**config.mk**
```make
export PLATFORM = sky130hd
export DESIGN_NAME = ssq_sequencer
export DESIGN_NICKNAME = d
export VERILOG_FILES = /design/src/pkg/ssq_pkg.sv /design/src/rtl/ssq_sine_rom.sv /design/src/rtl/ssq_sequencer.sv
export SDC_FILE = /design/constraint.sdc
export NUM_CORES = 1
export LEC_CHECK = 0
export BUFFER_PORTS_ARGS = -buffer_cell sky130_fd_sc_hd__buf_2
export CAP_MARGIN = 30
export CORE_MARGIN = 10
export CORE_UTILIZATION = 39
export CTS_CLUSTER_DIAMETER = 120
export CTS_CLUSTER_SIZE = 8
export DETAILED_ROUTE_END_ITERATION = 6
export PLACE_DENSITY = 0.58
export RECOVER_POWER = 100
export SKIP_LAST_GASP = 1
export SLEW_MARGIN = 20
export SYNTH_ARGS = -nofsm -noshare
export SYNTH_HDL_FRONTEND = slang
export SYNTH_SLANG_ARGS = --single-unit
export TNS_END_PERCENT = 100
```
**constraint.sdc**
```tcl
create_clock -name CLK -period 10.1 [get_ports CLK]
set_input_delay 1.515 -clock CLK [delete_from_list [all_inputs] [get_ports CLK]]
set_output_delay 1.515 -clock CLK [all_outputs]
set_load 0.02 [all_outputs]
```
**src/pkg/ssq_pkg.sv**
```systemverilog
// Purpose: Shared constants for the step/direction microstep sequencer
// Assumes: One system clock; STEP and DIR are synchronous inputs
// Notes: Register map, field layout and interpolator figures live here

package ssq_pkg;

  // ----------------------------------------------------------------
  // Widths
  // ----------------------------------------------------------------
  localparam int ANGLE_W = 10;
  localparam int IDX_W = 8;
  localparam int AMP_W = 8;
  localparam int COIL_W = 9;
  localparam int ADDR_W = 8;
  localparam int DATA_W = 32;
  localparam int MICROSTEP_RESOLUTION_W = 4;
  localparam int PERIOD_W = 21;
  localparam int PEND_W = 5;

  // ----------------------------------------------------------------
  // Register map
  // ----------------------------------------------------------------
  localparam logic [ADDR_W-1:0] ADDR_CTRL = 8'h00;
  localparam logic [ADDR_W-1:0] ADDR_STATUS = 8'h04;
  localparam logic [ADDR_W-1:0] ADDR_COIL = 8'h08;
  localparam logic [ADDR_W-1:0] ADDR_PERIOD = 8'h0C;

  localparam int CTRL_DOUBLE_EDGE_SELECT_BIT = 0;
  localparam int CTRL_INTERP_BIT = 1;
  localparam int CTRL_MICROSTEP_RESOLUTION_LSB = 4;
  localparam logic CTRL_DOUBLE_EDGE_SELECT_RST = 1'b0;
  localparam logic CTRL_INTERP_RST = 1'b0;
  localparam logic [MICROSTEP_RESOLUTION_W-1:0] CTRL_MICROSTEP_RESOLUTION_RST = 4'h0;

  localparam int STATUS_STANDSTILL_FLAG_BIT = 0;
  localparam int STATUS_BUSY_BIT = 1;
  localparam int STATUS_PEND_LSB = 8;
  localparam int STATUS_ANGLE_LSB = 16;
  localparam int COIL_B_LSB = 16;

  // ----------------------------------------------------------------
  // Stepping figures
  // ----------------------------------------------------------------
  localparam logic [MICROSTEP_RESOLUTION_W-1:0] MICROSTEP_RESOLUTION_FULL = 4'h8;
  localparam logic [PEND_W-1:0] INTERP_STEPS = 5'h10;
  localparam int INTERP_SHIFT = 4;
  localparam logic [ANGLE_W-1:0] QUARTER_OFFSET = 10'h100;
  localparam int STANDSTILL_FLAG_CYCLES_DEF = 2 ** 20;

endpackage : ssq_pkg

```
**src/rtl/ssq_sine_rom.sv**
```systemverilog
// Purpose: Quarter-wave sine table with two registered read ports
// Assumes: Index already mirrored by the caller
// Notes: Read data appear one clock after the index

`timescale 1ns/1ps

module ssq_sine_rom
  import ssq_pkg::*;
(
  // Clock and reset
  input wire logic clk,
  input wire logic rst_n,
  // Read ports
  input wire logic [ssq_pkg::IDX_W-1:0] idx_a,
  input wire logic [ssq_pkg::IDX_W-1:0] idx_b,
  output logic [ssq_pkg::AMP_W-1:0] amp_a,
  output logic [ssq_pkg::AMP_W-1:0] amp_b
);

  // ----------------------------------------------------------------
  // Table
  // ----------------------------------------------------------------
  localparam logic [AMP_W-1:0] SINE_TBL [256] = '{
    8'h01, 8'h02, 8'h04, 8'h05, 8'h07, 8'h08, 8'h0A, 8'h0B,
    8'h0D, 8'h0E, 8'h10, 8'h11, 8'h13, 8'h15, 8'h16, 8'h18,
    8'h19, 8'h1B, 8'h1C, 8'h1E, 8'h1F, 8'h21, 8'h22, 8'h24,
    8'h25, 8'h27, 8'h28, 8'h2A, 8'h2B, 8'h2D, 8'h2E, 8'h30,
    8'h31, 8'h33, 8'h34, 8'h36, 8'h37, 8'h39, 8'h3A, 8'h3C,
    8'h3D, 8'h3E, 8'h40, 8'h41, 8'h43, 8'h44, 8'h46, 8'h47,
    8'h49, 8'h4A, 8'h4C, 8'h4D, 8'h4F, 8'h50, 8'h51, 8'h53,
    8'h54, 8'h56, 8'h57, 8'h59, 8'h5A, 8'h5B, 8'h5D, 8'h5E,
    8'h60, 8'h61, 8'h62, 8'h64, 8'h65, 8'h67, 8'h68, 8'h69,
    8'h6B, 8'h6C, 8'h6D, 8'h6F, 8'h70, 8'h72, 8'h73, 8'h74,
    8'h76, 8'h77, 8'h78, 8'h7A, 8'h7B, 8'h7C, 8'h7E, 8'h7F,
    8'h80, 8'h81, 8'h83, 8'h84, 8'h85, 8'h87, 8'h88, 8'h89,
    8'h8A, 8'h8C, 8'h8D, 8'h8E, 8'h8F, 8'h91, 8'h92, 8'h93,
    8'h94, 8'h96, 8'h97, 8'h98, 8'h99, 8'h9A, 8'h9C, 8'h9D,
    8'h9E, 8'h9F, 8'hA0, 8'hA1, 8'hA3, 8'hA4, 8'hA5, 8'hA6,
    8'hA7, 8'hA8, 8'hA9, 8'hAA, 8'hAC, 8'hAD, 8'hAE, 8'hAF,
    8'hB0, 8'hB1, 8'hB2, 8'hB3, 8'hB4, 8'hB5, 8'hB6, 8'hB7,
    8'hB8, 8'hB9, 8'hBA, 8'hBB, 8'hBC, 8'hBD, 8'hBE, 8'hBF,
    8'hC0, 8'hC1, 8'hC2, 8'hC3, 8'hC4, 8'hC5, 8'hC6, 8'hC7,
    8'hC8, 8'hC9, 8'hC9, 8'hCA, 8'hCB, 8'hCC, 8'hCD, 8'hCE,
    8'hCF, 8'hCF, 8'hD0, 8'hD1, 8'hD2, 8'hD3, 8'hD4, 8'hD4,
    8'hD5, 8'hD6, 8'hD7, 8'hD7, 8'hD8, 8'hD9, 8'hDA, 8'hDA,
    8'hDB, 8'hDC, 8'hDC, 8'hDD, 8'hDE, 8'hDF, 8'hDF, 8'hE0,
    8'hE1, 8'hE1, 8'hE2, 8'hE2, 8'hE3, 8'hE4, 8'hE4, 8'hE5,
    8'hE5, 8'hE6, 8'hE7, 8'hE7, 8'hE8, 8'hE8, 8'hE9, 8'hE9,
    8'hEA, 8'hEA, 8'hEB, 8'hEB, 8'hEC, 8'hEC, 8'hED, 8'hED,
    8'hEE, 8'hEE, 8'hEE, 8'hEF, 8'hEF, 8'hF0, 8'hF0, 8'hF0,
    8'hF1, 8'hF1, 8'hF1, 8'hF2, 8'hF2, 8'hF2, 8'hF3, 8'hF3,
    8'hF3, 8'hF4, 8'hF4, 8'hF4, 8'hF4, 8'hF5, 8'hF5, 8'hF5,
    8'hF5, 8'hF6, 8'hF6, 8'hF6, 8'hF6, 8'hF6, 8'hF7, 8'hF7,
    8'hF7, 8'hF7, 8'hF7, 8'hF7, 8'hF7, 8'hF7, 8'hF8, 8'hF8,
    8'hF8, 8'hF8, 8'hF8, 8'hF8, 8'hF8, 8'hF8, 8'hF8, 8'hF8
  };

  // ----------------------------------------------------------------
  // Registered read
  // ----------------------------------------------------------------
  logic [AMP_W-1:0] amp_a_next;
  logic [AMP_W-1:0] amp_b_next;

  always_comb begin
    amp_a_next = SINE_TBL[idx_a];
    amp_b_next = SINE_TBL[idx_b];
  end

  always_ff @(posedge clk) begin
    if (!rst_n) begin
      amp_a <= '0;
      amp_b <= '0;
    end else begin
      amp_a <= amp_a_next;
      amp_b <= amp_b_next;
    end
  end

endmodule // ssq_sine_rom

```
**src/rtl/ssq_sequencer.sv**
```systemverilog
// Purpose: Step/direction front end, angle counter, interpolator, coil targets
// Assumes: STEP_IN and DIR_IN synchronous; bus strobes one cycle, never both
// Notes: Coil targets lag the angle by two clocks (table read, sign stage)
//
// Local design decisions: the placing of the registers and the strobed register port.

`timescale 1ns/1ps

module ssq_sequencer
  import ssq_pkg::*;
#(
  parameter int STANDSTILL_FLAG_CYCLES = ssq_pkg::STANDSTILL_FLAG_CYCLES_DEF
) (
  // Clock and reset
  input wire logic CLK,
  input wire logic RST_N,
  // Step interface
  input wire logic STEP_IN,
  input wire logic DIR_IN,
  // Standalone configuration
  input wire logic HALF_STANDBY_IN,
  // Register port
  input wire logic [ssq_pkg::ADDR_W-1:0] BUS_ADDR,
  input wire logic [ssq_pkg::DATA_W-1:0] BUS_WDATA,
  input wire logic BUS_WR,
  input wire logic BUS_RD,
  output logic [ssq_pkg::DATA_W-1:0] BUS_RDATA,
  // Coil targets and status
  output logic signed [ssq_pkg::COIL_W-1:0] COIL_A_CURRENT,
  output logic signed [ssq_pkg::COIL_W-1:0] COIL_B_CURRENT,
  output logic [ssq_pkg::ANGLE_W-1:0] ANGLE,
  output logic STANDSTILL
);

  import ssq_pkg::*;

  localparam int IVAL_W = PERIOD_W - INTERP_SHIFT;
  localparam logic [PERIOD_W-1:0] STANDSTILL_FLAG_LIMIT = PERIOD_W'(STANDSTILL_FLAG_CYCLES);
  localparam logic [PERIOD_W-1:0] STANDSTILL_FLAG_LAST = PERIOD_W'(STANDSTILL_FLAG_CYCLES - 1);

  // ----------------------------------------------------------------
  // Input synchroniser
  // ----------------------------------------------------------------
  logic step_s1_reg, step_s1_next;
  logic step_s2_reg, step_s2_next;
  logic step_s3_reg, step_s3_next;
  logic dir_s1_reg, dir_s1_next;
  logic dir_s2_reg, dir_s2_next;

  // DIR runs through the same depth as STEP, so its setup to STEP survives
  always_comb begin
    step_s1_next = STEP_IN;
    step_s2_next = step_s1_reg;
    step_s3_next = step_s2_reg;
    dir_s1_next = DIR_IN;
    dir_s2_next = dir_s1_reg;
  end

  always_ff @(posedge CLK) begin
    if (!RST_N) begin
      step_s1_reg <= 1'b0;
      step_s2_reg <= 1'b0;
      step_s3_reg <= 1'b0;
      dir_s1_reg <= 1'b0;
      dir_s2_reg <= 1'b0;
    end else begin
      step_s1_reg <= step_s1_next;
      step_s2_reg <= step_s2_next;
      step_s3_reg <= step_s3_next;
      dir_s1_reg <= dir_s1_next;
      dir_s2_reg <= dir_s2_next;
    end
  end

  // ----------------------------------------------------------------
  // Control register and read port
  // ----------------------------------------------------------------
  logic double_edge_select_reg, double_edge_select_next;
  logic interp_reg, interp_next;
  logic [MICROSTEP_RESOLUTION_W-1:0] microstep_resolution_reg, microstep_resolution_next;
  logic [DATA_W-1:0] rdata_reg, rdata_next;

  logic [ANGLE_W-1:0] angle_reg, angle_next;
  logic [PEND_W-1:0] pend_reg, pend_next;
  logic pdir_reg, pdir_next;
  logic [PERIOD_W-1:0] per_cnt_reg, per_cnt_next;
  logic [PERIOD_W-1:0] period_reg, period_next;
  logic [IVAL_W-1:0] ival_reg, ival_next;
  logic [IVAL_W-1:0] tick_reg, tick_next;
  logic standstill_flag_reg, standstill_flag_next;
  logic signed [COIL_W-1:0] coil_a_reg, coil_a_next;
  logic signed [COIL_W-1:0] coil_b_reg, coil_b_next;

  always_comb begin
    double_edge_select_next = double_edge_select_reg;
    interp_next = interp_reg;
    microstep_resolution_next = microstep_resolution_reg;
    if (BUS_WR && (BUS_ADDR == ADDR_CTRL)) begin
      double_edge_select_next = BUS_WDATA[CTRL_DOUBLE_EDGE_SELECT_BIT];
      interp_next = BUS_WDATA[CTRL_INTERP_BIT];
      microstep_resolution_next = BUS_WDATA[CTRL_MICROSTEP_RESOLUTION_LSB +: MICROSTEP_RESOLUTION_W];
    end
    // Read data stand for exactly the cycle after the strobe
    rdata_next = '0;
    if (BUS_RD) begin
      unique case (BUS_ADDR)
        ADDR_CTRL: begin
          rdata_next[CTRL_DOUBLE_EDGE_SELECT_BIT] = double_edge_select_reg;
          rdata_next[CTRL_INTERP_BIT] = interp_reg;
          rdata_next[CTRL_MICROSTEP_RESOLUTION_LSB +: MICROSTEP_RESOLUTION_W] = microstep_resolution_reg;
        end
        ADDR_STATUS: begin
          rdata_next[STATUS_STANDSTILL_FLAG_BIT] = standstill_flag_reg;
          rdata_next[STATUS_BUSY_BIT] = (pend_reg != '0);
          rdata_next[STATUS_PEND_LSB +: PEND_W] = pend_reg;
          rdata_next[STATUS_ANGLE_LSB +: ANGLE_W] = angle_reg;
        end
        ADDR_COIL: begin
          rdata_next[0 +: COIL_W] = coil_a_reg;
          rdata_next[COIL_B_LSB +: COIL_W] = coil_b_reg;
        end
        ADDR_PERIOD: begin
          rdata_next[0 +: PERIOD_W] = period_reg;
        end
        default: begin
          rdata_next = '0;
        end
      endcase
    end
  end

  always_ff @(posedge CLK) begin
    if (!RST_N) begin
      double_edge_select_reg <= CTRL_DOUBLE_EDGE_SELECT_RST;
      interp_reg <= CTRL_INTERP_RST;
      microstep_resolution_reg <= CTRL_MICROSTEP_RESOLUTION_RST;
      rdata_reg <= '0;
    end else begin
      double_edge_select_reg <= double_edge_select_next;
      interp_reg <= interp_next;
      microstep_resolution_reg <= microstep_resolution_next;
      rdata_reg <= rdata_next;
    end
  end

  // ----------------------------------------------------------------
  // Step detection
  // ----------------------------------------------------------------
  logic step_rise;
  logic step_fall;
  logic step_act;
  logic [MICROSTEP_RESOLUTION_W-1:0] microstep_resolution_eff;
  logic [ANGLE_W-1:0] step_inc;

  always_comb begin
    step_rise = step_s2_reg & ~step_s3_reg;
    step_fall = ~step_s2_reg & step_s3_reg;
    step_act = step_rise | (double_edge_select_reg & step_fall);
    // Codes above full step clamp to full step
    microstep_resolution_eff = (microstep_resolution_reg > MICROSTEP_RESOLUTION_FULL) ? MICROSTEP_RESOLUTION_FULL : microstep_resolution_reg;
    step_inc = ANGLE_W'(1) << microstep_resolution_eff;
  end

  // ----------------------------------------------------------------
  // Angle counter, period measurement and interpolator
  // ----------------------------------------------------------------
  logic [PERIOD_W-1:0] period_meas;
  logic [IVAL_W-1:0] ival_eff;
  logic [ANGLE_W-1:0] angle_base;

  always_comb begin
    angle_next = angle_reg;
    pend_next = pend_reg;
    pdir_next = pdir_reg;
    per_cnt_next = per_cnt_reg;
    period_next = period_reg;
    ival_next = ival_reg;
    tick_next = tick_reg;
    standstill_flag_next = standstill_flag_reg;
    // Cycles since the previous active edge, capped at the standstill limit
    period_meas = (per_cnt_reg >= STANDSTILL_FLAG_LIMIT) ? STANDSTILL_FLAG_LIMIT : per_cnt_reg + 1'b1;
    // A period below 16 clocks still gives one microstep per clock
    ival_eff = (ival_reg == '0) ? IVAL_W'(1) : ival_reg;
    // Leftover microsteps of the running step, applied in one jump
    angle_base = pdir_reg ? angle_reg - ANGLE_W'(pend_reg)
                          : angle_reg + ANGLE_W'(pend_reg);

    if (step_act) begin
      per_cnt_next = '0;
      period_next = period_meas;
      standstill_flag_next = 1'b0;
      if (interp_reg) begin
        angle_next = angle_base;
        pend_next = INTERP_STEPS;
        pdir_next = dir_s2_reg;
        ival_next = period_meas[PERIOD_W-1:INTERP_SHIFT];
        tick_next = '0;
      end else begin
        // Leftovers still land so no angle is lost when leaving interpolation
        angle_next = dir_s2_reg ? angle_base - step_inc : angle_base + step_inc;
        pend_next = '0;
      end
    end else begin
      if (per_cnt_reg < STANDSTILL_FLAG_LIMIT) begin
        per_cnt_next = per_cnt_reg + 1'b1;
      end
      if (per_cnt_reg == STANDSTILL_FLAG_LAST) begin
        standstill_flag_next = 1'b1;
      end
      if (pend_reg != '0) begin
        if (tick_reg >= ival_eff - 1'b1) begin
          angle_next = pdir_reg ? angle_reg - 1'b1 : angle_reg + 1'b1;
          pend_next = pend_reg - 1'b1;
          tick_next = '0;
        end else begin
          tick_next = tick_reg + 1'b1;
        end
      end
    end
  end

  always_ff @(posedge CLK) begin
    if (!RST_N) begin
      angle_reg <= '0;
      pend_reg <= '0;
      pdir_reg <= 1'b0;
      per_cnt_reg <= '0;
      period_reg <= '0;
      ival_reg <= '0;
      tick_reg <= '0;
      standstill_flag_reg <= 1'b0;
    end else begin
      angle_reg <= angle_next;
      pend_reg <= pend_next;
      pdir_reg <= pdir_next;
      per_cnt_reg <= per_cnt_next;
      period_reg <= period_next;
      ival_reg <= ival_next;
      tick_reg <= tick_next;
      standstill_flag_reg <= standstill_flag_next;
    end
  end

  // ----------------------------------------------------------------
  // Sine and cosine lookup
  // ----------------------------------------------------------------
  logic [ANGLE_W-1:0] angle_b;
  logic [IDX_W-1:0] idx_a;
  logic [IDX_W-1:0] idx_b;
  logic [AMP_W-1:0] amp_a;
  logic [AMP_W-1:0] amp_b;
  logic neg_a_reg, neg_a_next;
  logic neg_b_reg, neg_b_next;

  always_comb begin
    angle_b = angle_reg + QUARTER_OFFSET;
    // Odd quadrants read the table backwards, upper half is negative
    idx_a = angle_reg[IDX_W] ? ~angle_reg[IDX_W-1:0] : angle_reg[IDX_W-1:0];
    idx_b = angle_b[IDX_W] ? ~angle_b[IDX_W-1:0] : angle_b[IDX_W-1:0];
    neg_a_next = angle_reg[ANGLE_W-1];
    neg_b_next = angle_b[ANGLE_W-1];
  end

  ssq_sine_rom u_rom (
    .clk(CLK),
    .rst_n(RST_N),
    .idx_a(idx_a),
    .idx_b(idx_b),
    .amp_a(amp_a),
    .amp_b(amp_b)
  );

  // ----------------------------------------------------------------
  // Coil targets
  // ----------------------------------------------------------------
  logic [AMP_W-1:0] mag_a;
  logic [AMP_W-1:0] mag_b;
  logic half_cut;

  always_comb begin
    // Halving by shift rounds odd values down
    half_cut = HALF_STANDBY_IN & standstill_flag_reg;
    mag_a = half_cut ? (amp_a >> 1) : amp_a;
    mag_b = half_cut ? (amp_b >> 1) : amp_b;
    coil_a_next = neg_a_reg ? -$signed({1'b0, mag_a}) : $signed({1'b0, mag_a});
    coil_b_next = neg_b_reg ? -$signed({1'b0, mag_b}) : $signed({1'b0, mag_b});
  end

  always_ff @(posedge CLK) begin
    if (!RST_N) begin
      neg_a_reg <= 1'b0;
      neg_b_reg <= 1'b0;
      coil_a_reg <= '0;
      coil_b_reg <= '0;
    end else begin
      neg_a_reg <= neg_a_next;
      neg_b_reg <= neg_b_next;
      coil_a_reg <= coil_a_next;
      coil_b_reg <= coil_b_next;
    end
  end

  // ----------------------------------------------------------------
  // Outputs
  // ----------------------------------------------------------------
  assign BUS_RDATA = rdata_reg;
  assign COIL_A_CURRENT = coil_a_reg;
  assign COIL_B_CURRENT = coil_b_reg;
  assign ANGLE = angle_reg;
  assign STANDSTILL = standstill_flag_reg;

endmodule // ssq_sequencer

```
==> impl_metrics.tcl <==
set metrics [dict create \
    drive_above_1_share_pct 6.326 \
    power_density_nw_per_um2 313.9 \
    tns_ns 0 \
    finalCriticalPeriod_ns 6.823 \
    crit_fanout 34 \
    syn_to_final_growth_pct 6.799 \
    use_met2_pct 33.71 \
    fin_crit_sh_pct 67.56 \
    async_flop_share_pct 0 \
    power.switching_uw 2372 \
    boundaryPins 108 \
    ctsResizeCount 0 \
    ant_nets 0 \
    vdd_drop_max_uv 210.4 \
    diodes 0 \
    place.gp.congestion 1.002 \
    cts-root-buf "clkbuf_16" \
    hold_path_startpoint "dir_s1_reg" \
    numCtsBuffers 17 \
    dpl.hpwl_mm 32.66 \
    whs_path_depth 1 \
    die_h_um 205.5 \
    netlist_instances 1823 \
    slew_violations 334 \
    swShare_pct 52.74 \
    power_frac_seq_pct 18.3 \
    slew_headroom_pct -145.1 \
    required_ns 10.34 \
    yosysSeqAreaShare_pct 24.77 \
    rrSetupSlack_ns 3.28 \
    ys_warn_count 0 \
    wl_mm 46.12 \
    reg2regPathDepth 9 \
    p_clk_share_pct 13.5 \
    cts_hold_buf 0 \
    r2r_start "ANGLE[8]" \
    p_int_uw 2125 \
    status "finished with violations" \
    grt_pass1_vias 12373 \
    met3_usage_pct 3.428 \
    grt_max_degree 73 \
    synth_seq_cells 166 \
    yosys.area.top_type "dfxtp_1" \
    start_util_pct 39.81 \
    met1_usage_pct 28.58 \
    drtIter0Drc 1638 \
    coreArea_um2 33700 \
    synth_top_area_share_pct 24.77 \
    rows 67 \
    grt_setup_unrepaired "no" \
    utilization_pct 42.52 \
    h-tree-depth 4 \
    busiest_layer "met2" \
    die_area_um2 42220 \
    num_vias 13521 \
    worst_slew_pin_slew_ns 3.676 \
    hold-path-endpoint "dir_s2_reg" \
    comb_power_share_pct 68.2 \
    violations "capacitance limit, slew limit" \
    critical_path.cell_chain "clkbuf_1 -> xnor2_1 -> inv_1 -> ha_1 -> a2111oi_0 -> a31o_2 -> o311ai_0 -> o32a_1 -> a31oi_1" \
    p_leak_uw 0.005533 \
    worstSetupPathType "reg2reg" \
    grt-ovfl-total 0 \
    clk_pin_slew_ns 0.07 \
    antenna_found_initial 2 \
    syn-cell-area_um2 13420 \
    cts_setup_buffers 0 \
    stdcell_count 2250 \
    worstHoldPathType "reg2reg" \
    hold_viol_final 0 \
    firstDrtPassIters 6 \
    post_synth_num_cell_types 83 \
    slowest_delay_ns 1.56 \
    synth_area_leaders "dfxtp_1 25%, ha_1 7.3%, nor2_1 6.2%" \
    timing.fmax_mhz 146.6 \
    clock_sinks 166 \
    drc 0 \
    io_buffers 75 \
    cp-start-kind "flop" \
    endpoint_kind "flop" \
    clkLatencyLatePin_ns 0.43 \
    reg2reg_to "u_rom.amp_b[0]" \
    fin_skew_ns 0.009313 \
    max-cap-violations 8 \
    nets 1917 \
    cp_slowest_cell "clkbuf_1" \
    viasPerCell 6.009 \
    ys.flop_type "dfxtp_1" \
    synth_edf_count 0 \
    grt_usage_pct 21.26 \
    cp_data_arrival_time_ns 7.06 \
    cts.path.max_buffers 2 \
    grt_pass1_wl_mm 71.71 \
    cts_tree "done" \
    setup_viol 0 \
    wl_per_cell_um 20.50 \
    largest_reg_flops 26 \
    die_x_um 205.5 \
    dp.cells 2216 \
    syn_area_per_cell_um2 7.359 \
]
-- per-stage QoR --
stage                     worst slack [ns]  hold slack, ns  area (um2)  power [uW]
after floorplan                      6.091          0.4119       13430        3039
after global routing                 2.917          0.4765       14330        4806
after detailed placement             5.225          0.4273       13890        3823
after global placement               5.286          0.4144       13880        3790
after CTS                            5.221          0.4441       14440        4445
final                                3.277          0.4417       14330        4497
-- worst max-delay path, delay by kind of cell, from the launching register on --
family	cells	cell delay, ns
flops	1	1.37
compound gates	5	1.53
fa+ha+maj	1	0.75
buf+inv	2	2.24
xor+xnor	1	0.71
-- power by group through the flow --
stage                     Sequential (uW)  Combinational [uW]  Clock [uW]
after floorplan                       800                2240           0
after global placement                835                2950           0
final                                 822                3070         609
after global routing                  830                3330         649
after CTS                             822                3000         626
after detailed placement              837                2990           0
-- logic make-up (layout without fill, tap and decap cells) --
logic type,count (synthesis),count (layout),synth area share (%)
simple gates,652,652,22.23
compound gates,560,560,27.31
buf+inv,208,182,6.724
flops,166,166,24.77
xor+xnor,99,99,6.771
fa+ha+maj,81,81,7.722
mux,56,56,4.449
other cells,1,6,0.02795
-- area by class of cell --
cell class	instances	area (um2)
Sequential cell	166	3323
Fill cell	3531	19370
Multi-Input combinational cell	1454	9229
Inverter	48	180.2
Tap cell	448	560.5
Clock buffer	20	456.7
Timing Repair Buffer	102	485.5
Clock inverter	12	92.59
-- placed cells by master, fill, tap and decap left out, drive strengths merged, types with 9 or more instances in the layout --
master,n
a2111oi,10
a211oi,39
a21o,21
a21oi,149
a221oi,14
a22oi,12
a31oi,31
and2,13
and3,18
buf,43
clkbuf,78
dfxtp,166
ha,78
inv,52
mux2,9
mux2i,45
nand2,202
nand2b,14
nand3,50
nand4,12
nor2,223
nor2b,26
nor3,34
nor4,11
o2111ai,14
o211ai,34
o21ai,119
o221ai,10
o22ai,19
or2,10
or3,17
xnor2,61
xor2,38
-- worst max-delay path by stage --
| stage | startpoint | to | slack [ns] | depth (start not counted) |
|---|---|---|---|---|
| after floorplan | HALF_STANDBY_IN | COIL_A_CURRENT[6] | 6.09 | 11 |
| after global placement | ival_reg[6] | tick_reg[6] | 5.29 | 17 |
| after detailed placement | ival_reg[6] | tick_reg[5] | 5.22 | 17 |
| after CTS | ival_reg[6] | tick_reg[5] | 5.22 | 17 |
| after global routing | ANGLE[8] | u_rom.amp_a[1] | 2.92 | 11 |
| final | ANGLE[8] | u_rom.amp_b[0] | 3.28 | 9 |
-- per-layer routing --
layer | part of all wire [%] | wire, um | vias up
met3 | 7.9 | 3665 | 92
met1 | 44 | 20210 | 6353
met2 | 45 | 20810 | 568
met5 | 0.028 | 13 | -
li1 | - | - | 6506
met4 | 3.1 | 1421 | 2
-- Yosys cell counts, types with 34 or more instances --
master    count
ha_1         78
nor2_1      221
mux2i_1      45
inv_1        45
clkbuf_1     84
dfxtp_1     166
nand2_1     202
nand3_1      50
a211oi_1     39
o21ai_0     113
buf_2        46
a21oi_1     148
xnor2_1      58
xor2_1       37
o211ai_1     34
No activity file was read; power rests on OpenSTA's default activity.
